==> config.mk <==
export PLATFORM = sky130hd
export DESIGN_NAME = acbd_amp_control
export DESIGN_NICKNAME = d
export VERILOG_FILES = /design/src/logic/acbd_pkg.sv /design/src/logic/acbd_amp_control.sv
export SDC_FILE = /design/constraint.sdc
export NUM_CORES = 1
export LEC_CHECK = 0
export BUFFER_PORTS_ARGS = -buffer_cell sky130_fd_sc_hd__clkbuf_2
export CELL_PAD_IN_SITES_DETAIL_PLACEMENT = 0
export CELL_PAD_IN_SITES_GLOBAL_PLACEMENT = 1
export CORE_MARGIN = 4
export CORE_UTILIZATION = 44
export DETAILED_ROUTE_END_ITERATION = 16
export GPL_TIMING_DRIVEN = 0
export MAX_ROUTING_LAYER = met4
export PLACE_DENSITY_LB_ADDON = 0.05
export SETUP_SLACK_MARGIN = 0.3
export SLEW_MARGIN = 10
export SYNTH_ARGS = -nofsm -noshare
export SYNTH_HDL_FRONTEND = slang
export SYNTH_SLANG_ARGS = --single-unit
==> constraint.sdc <==
create_clock -name clk_i -period 3.77 [get_ports clk_i]
set_input_delay 0.754 -clock clk_i [delete_from_list [all_inputs] [get_ports clk_i]]
set_output_delay 0.754 -clock clk_i [all_outputs]
set_load 0.01 [all_outputs]
==> src/logic/acbd_pkg.sv <==
// constants for the amplifier control bit decoder: register map,
// control-bit positions, reset values and turn-on timing.
// assumes a 50 MHz system clock and a byte-addressed Avalon-MM slave.
package acbd_pkg;
   // register byte addresses on the Avalon-MM slave
   localparam logic [3:0] ADDR_CTRL = 4'h0;
   localparam logic [3:0] ADDR_VOLUME = 4'h4;
   localparam logic [3:0] ADDR_STATUS = 4'h8;
   localparam logic [3:0] ADDR_SETTLE = 4'hc;

   // control-bit positions in the control register
   localparam int POS_POWER_DOWN = 0;
   localparam int POS_SILENCE = 1;
   localparam int POS_VOLUME_MODE = 2;
   localparam int POS_GAIN_SOURCE = 3;
   localparam int POS_HEADPHONE_FORCE = 4;
   localparam int CTRL_W = 5;
   localparam int VOL_W = 5;

   // status-bit positions
   localparam int POS_ST_BIAS = 0;
   localparam int POS_ST_SETTLED = 1;
   localparam int POS_ST_SINGLE_ENDED = 2;
   localparam int POS_ST_HP_PIN = 3;
   localparam int POS_ST_ALERT = 4;
   localparam int POS_ST_BRIDGE = 5;

   // reset values: control and volume registers clear, so the part wakes in power-down
   localparam logic [CTRL_W-1:0] CTRL_RESET = 5'h00;
   localparam logic [VOL_W-1:0] VOL_RESET = 5'h00;
   localparam logic [VOL_W-1:0] VOL_0DB = 5'h1f;

   // serial control word: bit 7 selects target, low five bits carry data
   localparam int SER_BITS = 8;
   localparam int POS_SER_SELECT = 7;
   localparam logic [3:0] SER_COUNT_FULL = 4'h8;

   // turn-on time of the bias reference, in microseconds
   localparam int CLK_HZ = 50_000_000;
   localparam int TURN_ON_US = 2000;
   localparam int TURN_ON_CYCLES = TURN_ON_US * (CLK_HZ / 1_000_000);
   localparam int SETTLE_W = 24;
endpackage

==> src/logic/acbd_amp_control.sv <==
// amplifier control bit decoder: control and volume registers, serial
// control-word receiver, turn-on sequencing and decoded amplifier controls.
// assumes serial pins and sense pins are asynchronous to clk_i and that
// an Avalon-MM master on clk_i reaches the registers.
`timescale 1ns/100ps

// Notes on behaviour
// - power-down bit 0 turns amplifier bias off; 1 allows normal operation.
// - all control bits clear on reset, so the part starts powered down.
// - volume-mode bit 0 forces fixed gain; 1 lets volume code set level.
// - silence bit 1 mutes speaker and dock outputs; 0 restores them.
// - alert tone detected above half supply enables the bridge outputs while the power-down bit is 1.
// - alert tone still reaches the bridge outputs while silenced.
// - headphone bit or headphone pin selects single-ended output mode.
// - headphone pin high wins over the headphone bit; with the pin low, the bit decides.
// - gain-source bit 0 uses internal gain, 1 uses external resistors.
// - amplifiers held at unity gain until bias reference settles.
// - five-bit volume code picks attenuation; all ones is 0 dB.
// - serial words are eight bits MSB first; extra clocks are ignored.
module acbd_amp_control
   import acbd_pkg::*;
#(
   parameter int SETTLE_CYCLES = TURN_ON_CYCLES
) (
   // clock and reset
   input wire logic clk_i,
   input wire logic sys_rst_i,
   // avalon-mm slave
   input wire logic [3:0] avs_address_i,
   input wire logic avs_read_i,
   input wire logic avs_write_i,
   input wire logic [31:0] avs_writedata_i,
   output logic [31:0] avs_readdata_o,
   output logic avs_waitrequest_o,
   // serial control pins
   input wire logic ser_clk_i,
   input wire logic ser_data_i,
   input wire logic ser_enable_n_i,
   // sense pins
   input wire logic headphone_detect_pin_i,
   input wire logic alert_detect_i,
   // decoded amplifier controls
   output logic bias_on_o,
   output logic bridge_enable_o,
   output logic dock_enable_o,
   output logic single_ended_o,
   output logic gain_internal_o,
   output logic unity_gain_o,
   output logic [VOL_W-1:0] volume_code_o
);
   logic [CTRL_W-1:0] ctrl;
   logic [VOL_W-1:0] volume_code;
   logic ack;
   logic [2:0] sync1;
   logic [2:0] sync2;
   logic ser_clk_d;
   logic [SER_BITS-1:0] ser_shift;
   logic [3:0] ser_count;
   logic ser_done;
   logic [SETTLE_W-1:0] settle_cnt;
   logic settled;
   logic next_ser_clk_rise;
   logic [SER_BITS-1:0] next_ser_word;
   logic bus_req;
   logic bus_wr;
   logic power_down_bit;
   logic silence_bit;
   logic volume_mode_bit;
   logic gain_source_bit;
   logic headphone_force_bit;
   logic ser_clk_s;
   logic ser_data_s;
   logic ser_enable_n_s;
   logic hp_pin_s;
   logic alert_s;
   logic hp_pin_1;
   logic hp_pin_2;
   logic alert_1;
   logic alert_2;

   assign power_down_bit = ctrl[POS_POWER_DOWN];
   assign silence_bit = ctrl[POS_SILENCE];
   assign volume_mode_bit = ctrl[POS_VOLUME_MODE];
   assign gain_source_bit = ctrl[POS_GAIN_SOURCE];
   assign headphone_force_bit = ctrl[POS_HEADPHONE_FORCE];
   assign ser_clk_s = sync2[0];
   assign ser_data_s = sync2[1];
   assign ser_enable_n_s = sync2[2];
   assign hp_pin_s = hp_pin_2;
   assign alert_s = alert_2;

   // two-stage synchronisers for every pin; the first stage feeds only the second
   always_ff @(posedge clk_i) begin
      if (sys_rst_i) begin
         sync1 <= 3'h7;
         sync2 <= 3'h7;
         hp_pin_1 <= 1'b0;
         hp_pin_2 <= 1'b0;
         alert_1 <= 1'b0;
         alert_2 <= 1'b0;
      end else begin
         sync1 <= {ser_enable_n_i, ser_data_i, ser_clk_i};
         sync2 <= sync1;
         hp_pin_1 <= headphone_detect_pin_i;
         hp_pin_2 <= hp_pin_1;
         alert_1 <= alert_detect_i;
         alert_2 <= alert_1;
      end
   end

   // serial receiver: sampled on rising serial clock, MSB first
   assign next_ser_clk_rise = ser_clk_s & ~ser_clk_d;
   assign next_ser_word = {ser_shift[SER_BITS-2:0], ser_data_s};

   always_ff @(posedge clk_i) begin
      if (sys_rst_i) begin
         ser_clk_d <= 1'b1;
         ser_shift <= 8'h00;
         ser_count <= 4'h0;
         ser_done <= 1'b0;
      end else begin
         ser_clk_d <= ser_clk_s;
         ser_done <= 1'b0;
         if (ser_enable_n_s) begin
            // enable released early aborts a partial word
            ser_count <= 4'h0;
         end else if (next_ser_clk_rise && ser_count != SER_COUNT_FULL) begin
            // clocks past the eighth are ignored until enable releases
            ser_shift <= next_ser_word;
            ser_count <= ser_count + 4'h1;
            if (ser_count == SER_COUNT_FULL - 4'h1) begin
               ser_done <= 1'b1;
            end
         end
      end
   end

   ser_word_a: assert property (@(posedge clk_i) disable iff (sys_rst_i)
      ser_done |-> ser_count == SER_COUNT_FULL ##1 ser_count != 4'h9)
      else $error("serial word latched at wrong bit count");

   // a ninth clock inside one select must leave the latched word alone
   ser_extra_a: assert property (@(posedge clk_i) disable iff (sys_rst_i)
      !ser_enable_n_s && next_ser_clk_rise && ser_count == SER_COUNT_FULL
         |=> $stable(ser_shift) && !ser_done)
      else $error("serial clock past the eighth was used");

   ser_abort_a: assert property (@(posedge clk_i) disable iff (sys_rst_i)
      ser_enable_n_s |=> ser_count == 4'h0 && !ser_done)
      else $error("released select did not abort the word");

   // avalon slave: waitrequest drops for one cycle, one edge after the request
   // a write commits at the edge where the master sees waitrequest low, not before
   assign bus_req = (avs_read_i | avs_write_i) & ~ack;
   assign bus_wr = avs_write_i & ack;

   always_ff @(posedge clk_i) begin
      if (sys_rst_i) begin
         ack <= 1'b0;
         avs_waitrequest_o <= 1'b1;
      end else begin
         ack <= bus_req;
         avs_waitrequest_o <= ~bus_req;
      end
   end

   always_ff @(posedge clk_i) begin
      if (sys_rst_i) begin
         avs_readdata_o <= 32'h0000_0000;
      end else if (bus_req && avs_read_i) begin
         unique case (avs_address_i)
            ADDR_CTRL: avs_readdata_o <= {27'h0, ctrl};
            ADDR_VOLUME: avs_readdata_o <= {27'h0, volume_code};
            ADDR_STATUS: avs_readdata_o <= {26'h0, bridge_enable_o, alert_s, hp_pin_s,
                                            single_ended_o, settled, bias_on_o};
            ADDR_SETTLE: avs_readdata_o <= {8'h0, settle_cnt};
            default: avs_readdata_o <= 32'h0000_0000;
         endcase
      end
   end

   wait_pulse_a: assert property (@(posedge clk_i) disable iff (sys_rst_i)
      !avs_waitrequest_o |=> avs_waitrequest_o)
      else $error("waitrequest low for more than one cycle");

   // read data is loaded at the accepting edge and must stand at the next one
   read_ctrl_a: assert property (@(posedge clk_i) disable iff (sys_rst_i)
      bus_req && avs_read_i && avs_address_i == ADDR_CTRL
         |=> avs_readdata_o == {27'h0, $past(ctrl)})
      else $error("control read returned wrong data");

   read_volume_a: assert property (@(posedge clk_i) disable iff (sys_rst_i)
      bus_req && avs_read_i && avs_address_i == ADDR_VOLUME
         |=> avs_readdata_o == {27'h0, $past(volume_code)})
      else $error("volume read returned wrong data");

   // control and volume registers; a serial word wins a same-cycle bus write
   always_ff @(posedge clk_i) begin
      if (sys_rst_i) begin
         ctrl <= CTRL_RESET;
         volume_code <= VOL_RESET;
      end else if (ser_done) begin
         if (ser_shift[POS_SER_SELECT]) begin
            volume_code <= ser_shift[VOL_W-1:0];
         end else begin
            ctrl <= ser_shift[CTRL_W-1:0];
         end
      end else if (bus_wr && avs_address_i == ADDR_CTRL) begin
         ctrl <= avs_writedata_i[CTRL_W-1:0];
      end else if (bus_wr && avs_address_i == ADDR_VOLUME) begin
         volume_code <= avs_writedata_i[VOL_W-1:0];
      end
   end

   ctrl_hold_a: assert property (@(posedge clk_i) disable iff (sys_rst_i)
      !ser_done && !(bus_wr && avs_address_i == ADDR_CTRL) |=> $stable(ctrl))
      else $error("control bits changed without a write");

   vol_hold_a: assert property (@(posedge clk_i) disable iff (sys_rst_i)
      !ser_done && !(bus_wr && avs_address_i == ADDR_VOLUME) |=> $stable(volume_code))
      else $error("volume code changed without a write");

   // serial words and bus writes to the control register must land exactly as sent
   ser_ctrl_a: assert property (@(posedge clk_i) disable iff (sys_rst_i)
      ser_done && !ser_shift[POS_SER_SELECT] |=> ctrl == CTRL_W'($past(ser_shift)))
      else $error("serial control word not applied");

   ser_volume_a: assert property (@(posedge clk_i) disable iff (sys_rst_i)
      ser_done && ser_shift[POS_SER_SELECT] |=> volume_code == VOL_W'($past(ser_shift)))
      else $error("serial volume word not applied");

   bus_ctrl_a: assert property (@(posedge clk_i) disable iff (sys_rst_i)
      !ser_done && bus_wr && avs_address_i == ADDR_CTRL
         |=> ctrl == CTRL_W'($past(avs_writedata_i)))
      else $error("bus write to control bits lost");

   reset_clear_a: assert property (@(posedge clk_i)
      sys_rst_i |=> ctrl == CTRL_RESET && !bias_on_o && !bridge_enable_o)
      else $error("control bits not clear after reset");

   // turn-on sequencing: counter restarts whenever the bias is switched off
   always_ff @(posedge clk_i) begin
      if (sys_rst_i) begin
         settle_cnt <= '0;
         settled <= 1'b0;
      end else if (!power_down_bit) begin
         settle_cnt <= '0;
         settled <= 1'b0;
      end else if (!settled) begin
         settle_cnt <= settle_cnt + 1'b1;
         settled <= (settle_cnt == SETTLE_W'(SETTLE_CYCLES - 1));
      end
   end

   // the counter parks at its end value, so a long settle time cannot wrap
   settle_bound_a: assert property (@(posedge clk_i) disable iff (sys_rst_i)
      settled || settle_cnt < SETTLE_W'(SETTLE_CYCLES))
      else $error("settle counter ran past its end");

   unity_hold_a: assert property (@(posedge clk_i) disable iff (sys_rst_i)
      !settled |=> unity_gain_o)
      else $error("unity gain dropped before settling");

   // decoded controls, all registered one cycle after the control bits
   always_ff @(posedge clk_i) begin
      if (sys_rst_i) begin
         bias_on_o <= 1'b0;
         bridge_enable_o <= 1'b0;
         dock_enable_o <= 1'b0;
         single_ended_o <= 1'b0;
         gain_internal_o <= 1'b1;
         unity_gain_o <= 1'b1;
         volume_code_o <= VOL_0DB;
      end else begin
         bias_on_o <= power_down_bit;
         // the alert tone drives the bridge even when silenced
         bridge_enable_o <= power_down_bit & (~silence_bit | alert_s);
         dock_enable_o <= power_down_bit & ~silence_bit;
         // pin high forces single-ended; pin low leaves the choice to the bit
         single_ended_o <= hp_pin_s | headphone_force_bit;
         gain_internal_o <= ~gain_source_bit;
         // power-down returns to unity at once, so the next turn-on starts quiet
         unity_gain_o <= ~(settled & power_down_bit);
         // fixed-gain mode bypasses the attenuator at 0 dB
         volume_code_o <= volume_mode_bit ? volume_code : VOL_0DB;
      end
   end

   shutdown_bias_a: assert property (@(posedge clk_i) disable iff (sys_rst_i)
      !power_down_bit |=> !bias_on_o && !bridge_enable_o && unity_gain_o)
      else $error("bias on while powered down");

   fixed_gain_a: assert property (@(posedge clk_i) disable iff (sys_rst_i)
      !volume_mode_bit |=> volume_code_o == VOL_0DB)
      else $error("volume code used in fixed-gain mode");

   volume_pass_a: assert property (@(posedge clk_i) disable iff (sys_rst_i)
      volume_mode_bit |=> volume_code_o == $past(volume_code))
      else $error("volume code not passed in volume mode");

   silence_mute_a: assert property (@(posedge clk_i) disable iff (sys_rst_i)
      silence_bit && !alert_s |=> !bridge_enable_o && !dock_enable_o)
      else $error("outputs live while silenced");

   alert_override_a: assert property (@(posedge clk_i) disable iff (sys_rst_i)
      power_down_bit && alert_s |=> bridge_enable_o && (dock_enable_o == !$past(silence_bit)))
      else $error("alert tone blocked or dock unmuted");

   headphone_pin_a: assert property (@(posedge clk_i) disable iff (sys_rst_i)
      hp_pin_s |=> single_ended_o)
      else $error("headphone pin did not force single-ended");

   headphone_bit_a: assert property (@(posedge clk_i) disable iff (sys_rst_i)
      !hp_pin_s |=> single_ended_o == $past(headphone_force_bit))
      else $error("single-ended mode does not follow bit");

   gain_source_a: assert property (@(posedge clk_i) disable iff (sys_rst_i)
      gain_source_bit |=> !gain_internal_o)
      else $error("internal gain while external selected");

   turn_on_a: assert property (@(posedge clk_i) disable iff (sys_rst_i)
      $rose(bias_on_o) |-> unity_gain_o [*8])
      else $error("unity gain released too early");

   settle_done_a: assert property (@(posedge clk_i) disable iff (sys_rst_i)
      !unity_gain_o |-> settle_cnt >= SETTLE_W'(SETTLE_CYCLES - 1))
      else $error("unity gain released before settle count");

   // decoded outputs track their bits one cycle later
   bias_follow_a: assert property (@(posedge clk_i) disable iff (sys_rst_i)
      power_down_bit |=> bias_on_o)
      else $error("bias off while power-down bit set");

   dock_off_a: assert property (@(posedge clk_i) disable iff (sys_rst_i)
      !power_down_bit |=> !dock_enable_o)
      else $error("dock output live while powered down");

   silence_open_a: assert property (@(posedge clk_i) disable iff (sys_rst_i)
      power_down_bit && !silence_bit |=> bridge_enable_o && dock_enable_o)
      else $error("outputs stayed muted after silence cleared");

   gain_internal_a: assert property (@(posedge clk_i) disable iff (sys_rst_i)
      !gain_source_bit |=> gain_internal_o)
      else $error("external gain while internal selected");
endmodule

# ---- Yosys cells after proc, flatten, opt, wreduce, memory -nomap -nowiden
# Cells that the tools add are included.
dict set report op_classes {
  mux 10
  bitwise_logic 19
  n_eq_ne 9
  n_addsub 2
  n_reduce_logical 14
}
# operator count
set op_table {}
lappend op_table {{$pmux 24 s4} 1}
lappend op_table {{$mux 5} 7}
lappend op_table {{$add 24x1->24 const B} 1}
lappend op_table {{$eq 24x17->1 const B} 1}
lappend op_table {{$not 1->1} 10}
lappend op_table {{$eq 4x3->1 const B} 2}
lappend op_table {{$eq 4x4->1 const B} 2}
lappend op_table {{$and 1x1->1} 6}
lappend op_table {{$ne 2x2->1 const B} 3}
lappend op_table {{$reduce_or 2->1} 3}
lappend op_table {{$add 4x1->4 const B} 1}
lappend op_table {{$logic_and 1x1->1} 4}
lappend op_table {{$logic_not 4->1} 1}
lappend op_table {{$ne 4x4->1 const B} 1}
lappend op_table {{$reduce_and 2->1} 2}
lappend op_table {{$reduce_bool 2->1} 2}
lappend op_table {{$or 1x1->1} 3}
lappend op_table {{$reduce_and 3->1} 1}
lappend op_table {{$reduce_or 3->1} 1}
lappend op_table {{$mux 1} 2}
dict set report word_totals {
  inputBits 45
  register_bits 104
  elab_cells 78
  output_inout_bits 44
}

# ---- Depth between registers and ports, before layout
dict set report logic_depth {
  depth_word 5
  mapped_depth 7
  depth_no_buf 6
}

# ---- Worst setup path after synthesis
# No wires, ideal clock.
dict set report synth_timing {
  kind {input to register}
  startpoint {in avs_address_i[3]}
  endpoint {reg volume_code[4]}
  setup_ps 128
  cell_stages 6
  path_buffers 2
  arrival_time_ps 1885
  setup_slack_ps 1758
  required_ps 3642
  path_cell_list {clkbuf_1 nor4bb_1 a32o_1 buf_2 mux2i_1 nor2_1}
}
dict set report synth_via {
  elab_chain_cells 4
  word_cells_on_any_way 7
  cone_classes {eq/ne (2); reduce/logical (5)}
}
# item line
set synth_rtl {}
lappend synth_rtl {{start: declaration} acbd_amp_control.sv:29} ;# input wire logic [3:0] avs_address_i,
lappend synth_rtl {{$eq 4x3->1 / $logic_not 4->1 (equally long branches)} {acbd_amp_control.sv:210, acbd_amp_control.sv:208}}
lappend synth_rtl {{$logic_and 1x1->1 (on tied branches)} {acbd_amp_control.sv:210, acbd_amp_control.sv:208}}
lappend synth_rtl {{$reduce_bool 2->1 (no line) / $ne 2x2->1 (equally long branches)} -}
lappend synth_rtl {{$reduce_and 3->1 (no line) (*)} -}
lappend synth_rtl {{end signal: assignment} acbd_amp_control.sv:204} ;# volume_code <= ser_shift[VOL_W-1:0];
lappend synth_rtl {{end signal: assignment} acbd_amp_control.sv:211} ;# volume_code <= avs_writedata_i[VOL_W-1:0];
lappend synth_rtl {{end: declaration} acbd_amp_control.sv:52} ;# logic [VOL_W-1:0] volume_code;
# Mark *: on every way between the ends. The rest lies on a longest branch, timed or not.
# A chain may end at the register's enable or synchronous reset.

# ---- Final worst setup path
dict set report layout_timing {
  startpoint {in avs_address_i[1]}
  endpoint {reg avs_readdata_o[22]}
}
dict set report layout_via {
  elab_chain_cells 2
  word_cells_on_any_way 5
  cone_classes {eq/ne (3); mux (1); reduce/logical (1)}
}
# item line
set layout_rtl {}
lappend layout_rtl {{$eq 4x4->1, or another cell as far along} acbd_amp_control.sv:171} ;# unique case (avs_address_i)
lappend layout_rtl {{$pmux 24 s4 (*)} acbd_amp_control.sv:171}
lappend layout_rtl {{end signal: assignment} acbd_amp_control.sv:172} ;# ADDR_CTRL: avs_readdata_o <= {27'h0, ctrl};
lappend layout_rtl {{end signal: assignment} acbd_amp_control.sv:173} ;# ADDR_VOLUME: avs_readdata_o <= {27'h0, volume_code};
lappend layout_rtl {{end signal: assignment} acbd_amp_control.sv:174} ;# ADDR_STATUS: avs_readdata_o <= {26'h0, bridge_enable_o, alert_s, hp_pin_s,
lappend layout_rtl {{end: declaration} acbd_amp_control.sv:33} ;# output logic [31:0] avs_readdata_o,
# Marks and branches as above.

==> impl_metrics.yaml <==
logic_synthesis:
  syn_inst: 393
  synth_common_cells: "96 x dfxtp_1, 65 x nor2_1, 23 x a22oi_1"
  synth_edf_count: 0
  synth_most_common_cell: "dfxtp_1"
  synth-warning-count: 0
  ys.flop_type: "dfxtp_1"
  async_flop_share: 0
  ys_ff_latch: 96
  postSynthAreaPerCell_um2: 9.82
  synth.area.top_cells: "dfxtp_1 50%, nor2_1 6.3%, mux2i_1 4.7%"
  synthDistinctLibCells: 48
  synth_top_cell_by_area: "dfxtp_1"
  ys_seq_area_frac: 0.498
  netlist.area_leader.share: 0.498
  syn_area_mm2: 0.00386
critical_path:
  cp_max_fo: 10
  critical_path_class: "input pin to flip-flop"
  worstReg2RegStart: "ack"
  crit_top_cell: "buf_2"
  critPathMaxStageDelay_ns: 0.66
  worstPathCellList: "clkbuf_2, nor4b_2, and3_1, buf_2, buf_2, a22oi_1, nor2_1"
  rr_worst_depth: 6
  startpoint: "avs_address_i[1]"
  crit_end: "avs_readdata_o[22]"
  start_kind: "input pin"
  endpoint_kind: "flip-flop"
  slowest_stage: "nor4b_2"
  critPathRequiredTime_ns: 4.06
  r2r_end: "avs_readdata_o[22]"
  arrival_ns: 2.45
  r2r_slack_ns: 1.80
grt:
  antenna_found_initial: 0
  grt_pass1_vias: 2734
  grt-busiest-layer: "met1"
  grt_overflow_total: 0
  grt_max_degree: 16
  use_met3: 0.0289
  grtUsageTotal: 0.176
  grt_pass1_wl_um: 13800
  grt_use_met1: 0.250
  use_met2: 0.249
timing:
  clock-skew-final_ns: 0.00983
  finalMaxSlewViolations: 0
  rsz0062_at_grt: "false"
  setup_ws_ns: 1.61
  clock.fmax_mhz: 463
  maxSlewHeadroom: 0.524
  setup_viol: 0
  hold_viol: 0
  min_period_ns: 2.16
  worst_pin_slew_ns: 0.712
  fin_crit_sh: 0.573
  setup_tns_ns: 0
placement:
  place_ws_ns: 1.25
  dp_hpwl_um: 6020
  gp_congestion: 0.769
  port_buffers: 50
detailed_routing:
  ant_nets: 0
  post-route-drc-count: 0
  via_per_inst: 5.12
  drtIter0Drc: 84
  vias: 2921
  wirelength_um: 8210
  avgRoutedWirePerCell_um: 14.4
  drt_first_pass_iters: 4
clocking:
  clock_latency_ns: 0.35
  cts_num_sinks: 96
  h-tree-depth: 3
  cts_resized: 0
  clk_path_buf_depth: 2
  cts-root-buf: "clkbuf_8"
  clkTransAtPathRegs_ns: 0.09
  cts_tree: "done"
  postCtsSetupBuffers: 0
  numCtsBuffers: 9
  postCtsHoldBufs: 0
floorplanning:
  core_mm2: 0.00838
  io_pins: 89
  row_count: 33
  die_area_mm2: 0.0103
  start_util: 0.461
  die_w_um: 102
  die_y_um: 102
pwr:
  powerDensity_mw_per_mm2: 398
  combPwrFrac: 0.038
  vdd_drop_max_mv: 0.186
  p_leak_nw: 1.77
  p_switching_uw: 389
  sequentialPowerShare: 0.575
  power_frac_clock: 0.386
  switching_share: 0.218
  power.internal_mw: 1.39
layout:
  diodes: 0
  multi_input_area_mm2: 0.00175
  fillers: 813
  drive_gt1_frac: 0.232
  nNetsFinal: 509
  seq_area_mm2: 0.00192
  syn2layout_area_growth_pct: 15.9
run:
  drv.max_cap_violation_count: 0
status:
  status: "finished clean"
min_path:
  hp-start: "sync1[0]"
  holdCritPathClass: "flip-flop to flip-flop"
-- worst min path at each step --
stage | end | slack, ns | cells after the start
CTS | sync2[2] | 0.42 | 1
finish | sync2[0] | 0.42 | 1
global placement | sync2[0] | 0.40 | 1
detailed placement | sync2[2] | 0.40 | 1
global route | sync2[1] | 0.44 | 1
floorplan | gain_internal_o | 0.38 | 1
-- critical path, delay by kind of cell --
kind / cells / cell delay (ns)
buffers and inverters: 3 / 0.58
and+or+nand+nor: 3 / 1.01
AOI/OAI and AO/OA: 1 / 0.09
-- cell type report --
cell class,instances,share of cell area
buffer,36,0.0394
clock buffer,12,0.0347
clock inverter,4,0.0117
inverter,9,0.00755
multi-input combinational,259,0.392
sequential,96,0.429
tap,105,0.0294
timing repair buffer,50,0.0559
-- through the flow --
step / utilization / std cells / power, mW / hold WS, ns / instance area [µm²]
2_1_floorplan: - / 400 / 1.09 / 0.383 / 3890
3_3_place_gp: 0.509 / 555 / 1.12 / 0.395 / 4270
3_5_place_dp: 0.509 / 555 / 1.12 / 0.399 / 4270
4_1_cts: 0.534 / 571 / 1.81 / 0.420 / 4480
5_1_grt: 0.534 / 571 / 1.86 / 0.436 / 4480
6_report: 0.534 / 571 / 1.78 / 0.415 / 4480
-- logic make-up (layout without fill, tap and decap cells) --
kind of cell,count (synthesis),in the layout,share of synthesized area
other,1,8,0.000972
buffers and inverters,45,111,0.0545
xor gates and xnor gates,15,15,0.0340
AOI/OAI and AO/OA,54,54,0.0989
and+or+nand+nor,152,152,0.217
DFF,96,96,0.498
adders and majority gates,3,3,0.00973
muxes,27,27,0.0875
-- power groups by stage --
stage / Sequential (mW) / Clock (mW) / Combinational [mW]
after global placement: 1.05 / 0 / 0.0684
after detailed placement: 1.05 / 0 / 0.0690
after global routing: 1.03 / 0.761 / 0.0770
final: 1.03 / 0.689 / 0.0683
after floorplan: 1.05 / 0 / 0.0455
after CTS: 1.03 / 0.711 / 0.0691
-- flip-flops by register name, summed over array words and instances, names as in the netlist, 3 cells and up --
name	cells
avs_readdata_o	24
ctrl	5
ser_count	4
ser_shift	8
settle_cnt	24
sync1	3
sync2	3
volume_code	5
volume_code_o	5
-- layer usage --
layer | wire length [µm] | share of wire
met2 | 3520 | 0.43
met4 | 104 | 0.013
met5 | 0 | 0
met3 | 401 | 0.049
met1 | 4180 | 0.51
-- placed cells by master (no fill, tap or decap), types with 4 or more instances in the layout --
cell type | synthesis | routed
a21oi_1 | 10 | 10
a22oi_1 | 23 | 23
a31o_2 | 5 | 5
buf_2 | 8 | 8
buf_4 | 8 | 8
clkbuf_1 | 18 | 19
clkbuf_2 | 1 | 51
clkbuf_8 | 0 | 11
conb_1 | 1 | 8
dfxtp_1 | 96 | 96
inv_1 | 8 | 8
mux2_2 | 4 | 4
mux2i_1 | 18 | 18
mux4_2 | 5 | 5
nand2_1 | 14 | 14
nand2b_1 | 11 | 11
nand4_1 | 8 | 8
nor2_1 | 65 | 65
nor2b_1 | 7 | 7
nor3_1 | 7 | 7
nor4_1 | 8 | 8
o21ai_0 | 5 | 5
or2_2 | 7 | 7
or3_1 | 4 | 4
xnor2_1 | 9 | 9
xor2_1 | 6 | 6
Note: power is estimated with default switching activity, not from simulation.
